$ cat src/shared/mhf_map.svh
`ifndef MHF_MAP_SVH
`define MHF_MAP_SVH
// ----------------------------------------
// register offsets (word index on the plain port)
// ----------------------------------------
`define MHF_OFS_CONTROL     4'h1
`define MHF_OFS_ADDR_HIGH   4'h2
`define MHF_OFS_ADDR_LOW    4'h3
`define MHF_OFS_HASH_HIGH   4'h4
`define MHF_OFS_HASH_LOW    4'h5
`define MHF_OFS_STATUS      4'h9
// ----------------------------------------
// control field positions
// ----------------------------------------
`define MHF_BIT_PASS_MCAST  19
`define MHF_BIT_DEFER_CHK   5
`define MHF_BIT_TX_EN       3
`define MHF_BIT_RX_EN       2
// ----------------------------------------
// reset values
// ----------------------------------------
`define MHF_RST_CONTROL     32'h00000000
`define MHF_RST_ADDR_HIGH   16'hffff
`define MHF_RST_ADDR_LOW    32'h0fffffff
`define MHF_RST_HASH        32'h00000000
// ----------------------------------------
// eeprom byte addresses of the station address
// ----------------------------------------
`define MHF_EE_FIRST        8'h01
`define MHF_EE_LAST         8'h06
// ----------------------------------------
// timing: deferral limit in bit times
// ----------------------------------------
`define MHF_DEFER_LIMIT_BITS 24288
`endif

$ cat src/shared/mhf_pkg.sv
package mhf_pkg;
  // deferral watch states, gray along idle -> defer -> abort
  typedef enum logic [1:0] {
    MHF_IDLE  = 2'b00,
    MHF_DEFER = 2'b01,
    MHF_ABORT = 2'b11
  } mhf_defer_e;
endpackage
$ cat src/design/mhf_crc_hash.sv
`timescale 1ns/1ps
// ----------------------------------------
// crc-32 over destination address, top six bits out
// ----------------------------------------
module mhf_crc_hash (
  input  wire logic        clk,
  input  wire logic        rst_n,
  input  wire logic        start,
  input  wire logic        byte_valid,
  input  wire logic [7:0]  byte_data,
  output logic      [5:0]  hash_index
);
  logic [31:0] crc_reg;  // running crc
  logic [31:0] crc_next;

  // one byte of the reflected crc-32 step
  function automatic logic [31:0] crc_byte(input logic [31:0] c, input logic [7:0] d);
    logic [31:0] r;
    r = c;
    for (int i = 0; i < 8; i++) begin
      if (r[0] ^ d[i]) begin
        r = (r >> 1) ^ 32'hedb88320;
      end else begin
        r = r >> 1;
      end
    end
    return r;
  endfunction

  // next crc value
  always_comb begin
    crc_next = crc_reg;
    if (start) begin
      crc_next = 32'hffffffff;
    end else if (byte_valid) begin
      crc_next = crc_byte(crc_reg, byte_data);
    end
  end

  // crc register
  always_ff @(posedge clk or negedge rst_n) begin
    if (!rst_n) begin
      crc_reg <= 32'hffffffff;
    end else begin
      crc_reg <= crc_next;
    end
  end

  // most significant six bits of the complemented final crc, order kept
  assign hash_index = ~crc_reg[31:26];
endmodule

$ cat src/design/mhf_top.sv
`timescale 1ns/1ps
`include "mhf_map.svh"
// Contract
// - abort after over 24288 bit times deferral
// - deferral counts only while ready and carrier
// - deferral timer restarts at zero each attempt
// - check off: defer forever, never abort
// - transmit enable gates all transmission
// - receive enable gates all reception
// - address high holds bits 47:32, rest zero
// - address low holds bits 31:0
// - power-on eeprom load of address bytes
// - eeprom bytes map to address register bytes
// - host may rewrite address after load
// - index top bit picks word, low five bit
// - multicast accepted when hash bit is one
// - pass all multicast accepts every multicast
// - hash table split high and low words
module mhf_top (
  input  wire logic        clk,
  input  wire logic        rstn,
  input  wire logic [3:0]  reg_addr,
  input  wire logic [31:0] reg_wdata,
  input  wire logic        reg_wr,
  input  wire logic        reg_rd,
  output logic      [31:0] reg_rdata,
  input  wire logic        ee_valid,
  input  wire logic [7:0]  ee_addr,
  input  wire logic [7:0]  ee_data,
  input  wire logic        ee_done,
  input  wire logic        bit_tick,
  input  wire logic        tx_ready,
  input  wire logic        tx_new_attempt,
  input  wire logic        carrier_sense,
  output logic             tx_go,
  output logic             tx_abort,
  input  wire logic        rx_frame_start,
  input  wire logic        rx_da_valid,
  input  wire logic [7:0]  rx_da_byte,
  input  wire logic        rx_da_done,
  output logic             rx_accept_en,
  output logic             mcast_accept,
  output logic             mcast_result_valid
);
  // ----------------------------------------
  // reset release and carrier synchroniser
  // ----------------------------------------
  logic [1:0] rst_sync;       // reset release chain
  logic       rst_n;          // internal reset copy
  logic [2:0] crs_sync;       // carrier sense 3 flops

  // reset released through two flops
  always_ff @(posedge clk or negedge rstn) begin
    if (!rstn) begin
      rst_sync <= 2'b00;
    end else begin
      rst_sync <= {rst_sync[0], 1'b1};
    end
  end
  assign rst_n = rst_sync[1];

  // carrier from the pin, three flops
  always_ff @(posedge clk or negedge rst_n) begin
    if (!rst_n) begin
      crs_sync <= 3'b000;
    end else begin
      crs_sync <= {crs_sync[1:0], carrier_sense};
    end
  end

  // ----------------------------------------
  // state
  // ----------------------------------------
  typedef struct packed {
    logic [31:0]        control;
    logic [15:0]        addr_high;
    logic [31:0]        addr_low;
    logic [31:0]        hash_high;
    logic [31:0]        hash_low;
    logic               ee_loaded;
    logic               crs;
    mhf_pkg::mhf_defer_e defer_st;
    logic [14:0]        defer_cnt;
    logic               tx_go;
    logic               tx_abort;
    logic               hash_pend;
    logic               mcast;
    logic               mc_acc;
    logic               mc_val;
    logic [31:0]        rdata;
  } mhf_state_s;

  mhf_state_s st_reg;   // registered state
  mhf_state_s st_next;  // next state
  logic [5:0] hash_idx; // index from crc

  // crc engine over the destination address
  mhf_crc_hash u_crc (
    .clk        (clk),
    .rst_n      (rst_n),
    .start      (rx_frame_start),
    .byte_valid (rx_da_valid & st_reg.control[`MHF_BIT_RX_EN]),
    .byte_data  (rx_da_byte),
    .hash_index (hash_idx)
  );

  // pick one table bit from a six bit index
  function automatic logic hash_bit(input logic [5:0] idx, input logic [31:0] hi,
                                    input logic [31:0] lo);
    return idx[5] ? hi[idx[4:0]] : lo[idx[4:0]];
  endfunction

  // register read decode
  function automatic logic [31:0] read_word(input mhf_state_s s, input logic [3:0] a);
    case (a)
      `MHF_OFS_CONTROL:   return s.control;
      `MHF_OFS_ADDR_HIGH: return {16'h0000, s.addr_high};
      `MHF_OFS_ADDR_LOW:  return s.addr_low;
      `MHF_OFS_HASH_HIGH: return s.hash_high;
      `MHF_OFS_HASH_LOW:  return s.hash_low;
      `MHF_OFS_STATUS:    return {29'h00000000, s.tx_abort, s.defer_st == mhf_pkg::MHF_DEFER,
                                  s.ee_loaded};
      default:            return 32'h00000000;            // unmapped reads zero
    endcase
  endfunction

  // ----------------------------------------
  // next state logic
  // ----------------------------------------
  always_comb begin
    st_next = st_reg;
    st_next.tx_go  = 1'b0;
    st_next.mc_val = 1'b0;
    st_next.rdata  = 32'h00000000;
    // carrier counts once the last two flops agree
    if (crs_sync[2] == crs_sync[1]) begin
      st_next.crs = crs_sync[2];
    end
    // eeprom load at power-on
    if (!st_reg.ee_loaded) begin
      if (ee_valid) begin
        case (ee_addr)
          8'h01:   st_next.addr_low[7:0]   = ee_data;
          8'h02:   st_next.addr_low[15:8]  = ee_data;
          8'h03:   st_next.addr_low[23:16] = ee_data;
          8'h04:   st_next.addr_low[31:24] = ee_data;
          8'h05:   st_next.addr_high[7:0]  = ee_data;
          8'h06:   st_next.addr_high[15:8] = ee_data;
          default: st_next.addr_low        = st_next.addr_low;  // outside the address
        endcase
      end
      if (ee_done) begin
        st_next.ee_loaded = 1'b1;
      end
    end
    // register writes
    if (reg_wr) begin
      case (reg_addr)
        `MHF_OFS_CONTROL: st_next.control = reg_wdata;
        `MHF_OFS_ADDR_HIGH: begin
          if (st_reg.ee_loaded) st_next.addr_high = reg_wdata[15:0];
        end
        `MHF_OFS_ADDR_LOW: begin
          if (st_reg.ee_loaded) st_next.addr_low = reg_wdata;
        end
        `MHF_OFS_HASH_HIGH: st_next.hash_high = reg_wdata;
        `MHF_OFS_HASH_LOW:  st_next.hash_low  = reg_wdata;
        default:            st_next.hash_low  = st_next.hash_low;     // ignored
      endcase
    end
    // register read, data in the next cycle only
    if (reg_rd) begin
      st_next.rdata = read_word(st_reg, reg_addr);
    end
    // deferral watch
    case (st_reg.defer_st)
      mhf_pkg::MHF_IDLE: begin
        st_next.tx_abort  = 1'b0;
        st_next.defer_cnt = 15'h0000;
        if (tx_ready && st_reg.control[`MHF_BIT_TX_EN]) begin
          if (st_reg.crs) begin
            st_next.defer_st = mhf_pkg::MHF_DEFER;
          end else begin
            st_next.tx_go = 1'b1;
          end
        end
      end
      mhf_pkg::MHF_DEFER: begin
        if (!tx_ready || !st_reg.control[`MHF_BIT_TX_EN] || tx_new_attempt) begin
          st_next.defer_st = mhf_pkg::MHF_IDLE;
        end else if (!st_reg.crs) begin
          st_next.defer_st = mhf_pkg::MHF_IDLE;            // carrier gone, retry
        end else begin
          if (bit_tick) begin
            st_next.defer_cnt = st_reg.defer_cnt + 15'h0001;
          end
          if (st_reg.control[`MHF_BIT_DEFER_CHK] &&
              st_reg.defer_cnt > 15'(`MHF_DEFER_LIMIT_BITS)) begin
            st_next.defer_st = mhf_pkg::MHF_ABORT;
            st_next.tx_abort = 1'b1;
          end else if (st_reg.defer_cnt == 15'h7fff) begin
            st_next.defer_cnt = st_reg.defer_cnt;          // saturate
          end
        end
      end
      mhf_pkg::MHF_ABORT: begin
        st_next.tx_abort = 1'b0;
        if (!tx_ready) begin
          st_next.defer_st = mhf_pkg::MHF_IDLE;
        end
      end
      default: st_next.defer_st = mhf_pkg::MHF_IDLE;
    endcase
    // multicast filter
    if (rx_frame_start) begin
      st_next.hash_pend = 1'b0;
    end
    if (rx_da_valid && !st_reg.hash_pend && st_reg.control[`MHF_BIT_RX_EN]) begin
      st_next.mcast     = rx_da_byte[0];                   // group bit of first byte
      st_next.hash_pend = 1'b1;
    end
    if (rx_da_done && st_reg.control[`MHF_BIT_RX_EN]) begin
      st_next.mc_val = st_reg.mcast;
      st_next.mc_acc = st_reg.mcast &&
                       (st_reg.control[`MHF_BIT_PASS_MCAST] ||
                        hash_bit(hash_idx, st_reg.hash_high, st_reg.hash_low));
    end
  end

  // state register
  always_ff @(posedge clk or negedge rst_n) begin
    if (!rst_n) begin
      st_reg           <= '0;
      st_reg.control   <= `MHF_RST_CONTROL;
      st_reg.addr_high <= `MHF_RST_ADDR_HIGH;
      st_reg.addr_low  <= `MHF_RST_ADDR_LOW;
      st_reg.hash_high <= `MHF_RST_HASH;
      st_reg.hash_low  <= `MHF_RST_HASH;
      st_reg.defer_st  <= mhf_pkg::MHF_IDLE;
    end else begin
      st_reg <= st_next;
    end
  end

  // ----------------------------------------
  // outputs
  // ----------------------------------------
  assign reg_rdata          = st_reg.rdata;
  assign tx_go              = st_reg.tx_go;
  assign tx_abort           = st_reg.tx_abort;
  assign rx_accept_en       = st_reg.control[`MHF_BIT_RX_EN];
  assign mcast_accept       = st_reg.mc_acc;
  assign mcast_result_valid = st_reg.mc_val;
endmodule

$ cat config.mk
export PLATFORM = sky130hd
export DESIGN_NAME = mhf_top
export DESIGN_NICKNAME = d
export VERILOG_FILES = /design/src/shared/mhf_pkg.sv /design/src/design/mhf_crc_hash.sv /design/src/design/mhf_top.sv
export VERILOG_INCLUDE_DIRS = /design/src /design/src/shared
export SDC_FILE = /design/constraint.sdc
export NUM_CORES = 1
export LEC_CHECK = 0
export BUFFER_PORTS_ARGS = -buffer_cell sky130_fd_sc_hd__buf_2
export CAP_MARGIN = 5
export CORE_MARGIN = 2
export CORE_UTILIZATION = 41
export DETAILED_ROUTE_END_ITERATION = 6
export GPL_TIMING_DRIVEN = 0
export PLACE_DENSITY = 0.62
export SETUP_SLACK_MARGIN = 0.5
export SLEW_MARGIN = 20
export SYNTH_ARGS = -nofsm -noshare
export SYNTH_HDL_FRONTEND = slang
export SYNTH_SLANG_ARGS = --single-unit
$ cat constraint.sdc
create_clock -name clk -period 18.1 [get_ports clk]
set_clock_uncertainty 0.2 [all_clocks]
set_input_delay 0.905 -clock clk [delete_from_list [all_inputs] [get_ports clk]]
set_output_delay 0.905 -clock clk [all_outputs]
set_load 0.1 [all_outputs]
==> results.tsv <==
stage	metric	value	unit
global_route	GR Layer Usage met1	0.296	
yosys	top-count cell post-synth	dfrtp_1	
floorplan	Die Y	173	um
setup_path	critical path arrival	3480	ps
yosys	yosys warns	0	
cts	Post-CTS Setup Inserts	0	
cts	CTS tree	built	
cts	CTS Buffer Depth	3	
place	Placer Congestion	0.852	
pwr	Worst VDD drop	0.0000724	V
yosys	post-synth top area share	0.348	
setup_path	crit start category	flip-flop	
cells_and_area	fin area	13800	um2
yosys	cell taking the most area after synthesis	dfrtp_1	
global_route	vias in the first global route	8742	
timing	RSZ-0062 raised after global routing	false	
run	max-cap viol count	0	
floorplan	I/O pin cnt	110	
routing	DRC	0	
routing	Avg WL per Cell	20.3	um
setup_path	Crit Path Max Fanout	10	
cts	Clock Root Buffer	clkbuf_16	
yosys	Synth top cells by count	162 x dfrtp_1, 100 x mux2_2, 98 x nand2_1, 76 x dfstp_2, 62 x mux2i_1	
cells_and_area	max FFs per register	164	
yosys	Avg Synthesized Cell Area	11.8	um2
status	status	finished clean	
yosys	post-synth net total	1066	
cells_and_area	Area growth syn-to-layout	18.6	%
pwr	Pwr Density	129	nW/um2
setup_path	crit path kind	flip-flop to flip-flop	
global_route	GRT busiest layer	met2	
floorplan	Die ar.	29800	um2
yosys	post-synthesis register bit count	238	
global_route	met3 Resource Use GR	0.0332	
min_path	Hold WC Path Type	flip-flop to asynchronous set/reset pin	
timing	fmax	306	MHz
cells_and_area	Layout Nets	1208	
setup_path	Critical Path RT	18310	ps
timing	WHS	64.7	ps
global_route	first-pass GRT wire length	50100	um
yosys	Distinct cells, synth	61	
timing	Worst Tran Pin Value	1000	ps
routing	final WL	31200	um
cts	CTS clk-pin slew, worst paths	70	ps
floorplan	die width	173	um
routing	DR vias	8360	
global_route	grt met2 use	0.339	
routing	Post-DRT Antenna Nets	0	
floorplan	Initial Util	0.419	
routing	First-pass DRT Iterations	6	
routing	number of DRC markers in iteration 0	767	
timing	worst relative slew slack	0.321	
yosys	post-synthesis cell count	988	
cts	clock sinks	238	
floorplan	row cnt	61	
setup_path	CP endpoint kind	flip-flop	
cts	H-tree levels	1	
timing	Finish-stage setup viols	0	
global_route	largest net degree at the start of global routing	55	
timing	Final Hold Fails	0	
timing	Slew Viols, Final	0	
place	port bufs	107	
yosys	dominant synthesized flop cell	dfrtp_1	
yosys	Area contributors post-synth	dfrtp_1 35%, dfstp_2 17%, mux2_2 9.7%	
routing	Vias/cell	5.46	
place	HPWL Detailed	22000	um
yosys	ys async rst share	1.00	
global_route	Total GRT Usage	0.211	
yosys	number of flops mapped to enable cells by yosys	0	
timing	Tmin final	3270	ps
cells_and_area	share of layout cells above drive strength 1	0.354	
place	Placed Area	12800	um2
cts	CTS buffer count	27	
floorplan	Core Area	27900	um2
cts	clk_lat worst skew	550	ps
yosys	Synth Cell Area	11700	um2
global_route	number of antenna violations at the first check in global routing	3	
global_route	remaining global-route overflow	0	
timing	setup TNS	0	ps
timing	post-route clock period utilization	0.181	
pwr	Static Leak	5.93	nW
yosys	register area share after synthesis	0.519	
cells_and_area	# fillers	2569	
-- stage by stage --
| step | worst slack (ps) | utilization | power (W) | instances |
|---|---|---|---|---|
| finish | 14830 | 0.496 | 0.00179 | 1531 |
| global route | 14710 | 0.496 | 0.00188 | 1531 |
| CTS | 14790 | 0.496 | 0.00180 | 1529 |
| detailed placement | 14620 | 0.459 | 0.00118 | 1478 |
| global placement | 7910 | 0.455 | 0.00117 | 1473 |
| floorplan | 10910 | - | 0.00106 | 988 |
-- worst max-delay path, stage by stage, from the launching register on --
cell	delay (ps)
dfstp_2	510
buf_2	360
buf_2	480
mux4_2	570
mux2i_1	340
nor2_1	80
a211o_1	320
a211o_1	300
-- logic make-up (layout without fill, tap and decap cells) --
family	count (synthesis)	after routing	share of synthesized area
AOI/OAI and AO/OA	193	193	0.108
xor gates and xnor gates	69	69	0.0531
adders and majority gates	6	6	0.00622
buffers and inverters	101	264	0.0460
DFF	238	238	0.519
muxes	179	179	0.183
other	1	3	0.000322
and+or+nand+nor	201	201	0.0843
-- layout by cell type, fill, tap and decap left out, drive strengths merged, types with 5 or more instances in the layout --
master,count
o22a,8
inv,8
a22oi,29
a222oi,18
dfstp,76
o31ai,6
nor3,5
nand2b,10
xnor2,49
xor2,20
a21boi,9
mux4,17
clkbuf,76
buf,164
ha,5
a31oi,15
nor2,36
bufinv,6
nand2,98
o21ai,50
mux2,100
dfrtp,162
mux2i,62
clkinv,6
or4,7
a21oi,46
nand3,8
-- worst paths after layout --
| kind | start | to | slack (ps) | cells after the start |
|---|---|---|---|---|
| setup / recovery | u_crc.crc_reg[26] | mcast_accept | 14830 | 7 |
| setup reg to reg | u_crc.crc_reg[26] | mcast_accept | 14830 | 7 |
| hold / removal | rst_sync[1] | st_reg[195] | 60 | 0 |
| hold reg to reg | rst_sync[1] | st_reg[195] | 60 | 0 |
| min in group clk | crs_sync[0] | crs_sync[1] | 150 | 0 |
| max in group asynchronous | rst_sync[1] | u_crc.crc_reg[0] | 16430 | 3 |
-- per-layer routing --
metal / vias to the layer above / routed length [um] / share of wire
li1: 3830 / - / -
met3: 56 / 1570 / 0.050
met4: 2 / 849 / 0.027
met5: - / 13 / 0.00042
met1: 4217 / 14200 / 0.46
met2: 255 / 14500 / 0.47
-- cell type report --
| cell class | count | area, um2 | share of cell area |
|---|---|---|---|
| plain buffers | 94 | 510 | 0.0369 |
| multi-input cells | 649 | 5080 | 0.367 |
| clock inverters | 16 | 249 | 0.0180 |
| inverters | 7 | 26.3 | 0.00190 |
| flip-flops and latches | 238 | 6050 | 0.438 |
| well taps | 378 | 473 | 0.0342 |
| diodes | 2 | 5.00 | 0.000362 |
| repair buffers | 113 | 668 | 0.0483 |
| clock buffers | 34 | 762 | 0.0551 |
-- report_power, final --
| group | internal, W | switching, W | leakage, nW | total (W) |
|---|---|---|---|---|
| combinational | 0.000209 | 0.000237 | 2.58 | 0.000446 |
| sequential | 0.000658 | 0.0000705 | 2.86 | 0.000729 |
| clock | 0.000384 | 0.000228 | 0.491 | 0.000612 |
| total | 0.00125 | 0.000536 | 5.93 | 0.00179 |
-- timing repair --
action                    4_1_cts  5_1_grt
hold buffers                    1        0
gates resized for setup         0        0
hold endpoints to repair        2        0
Note: power is estimated with default switching activity, not from simulation.
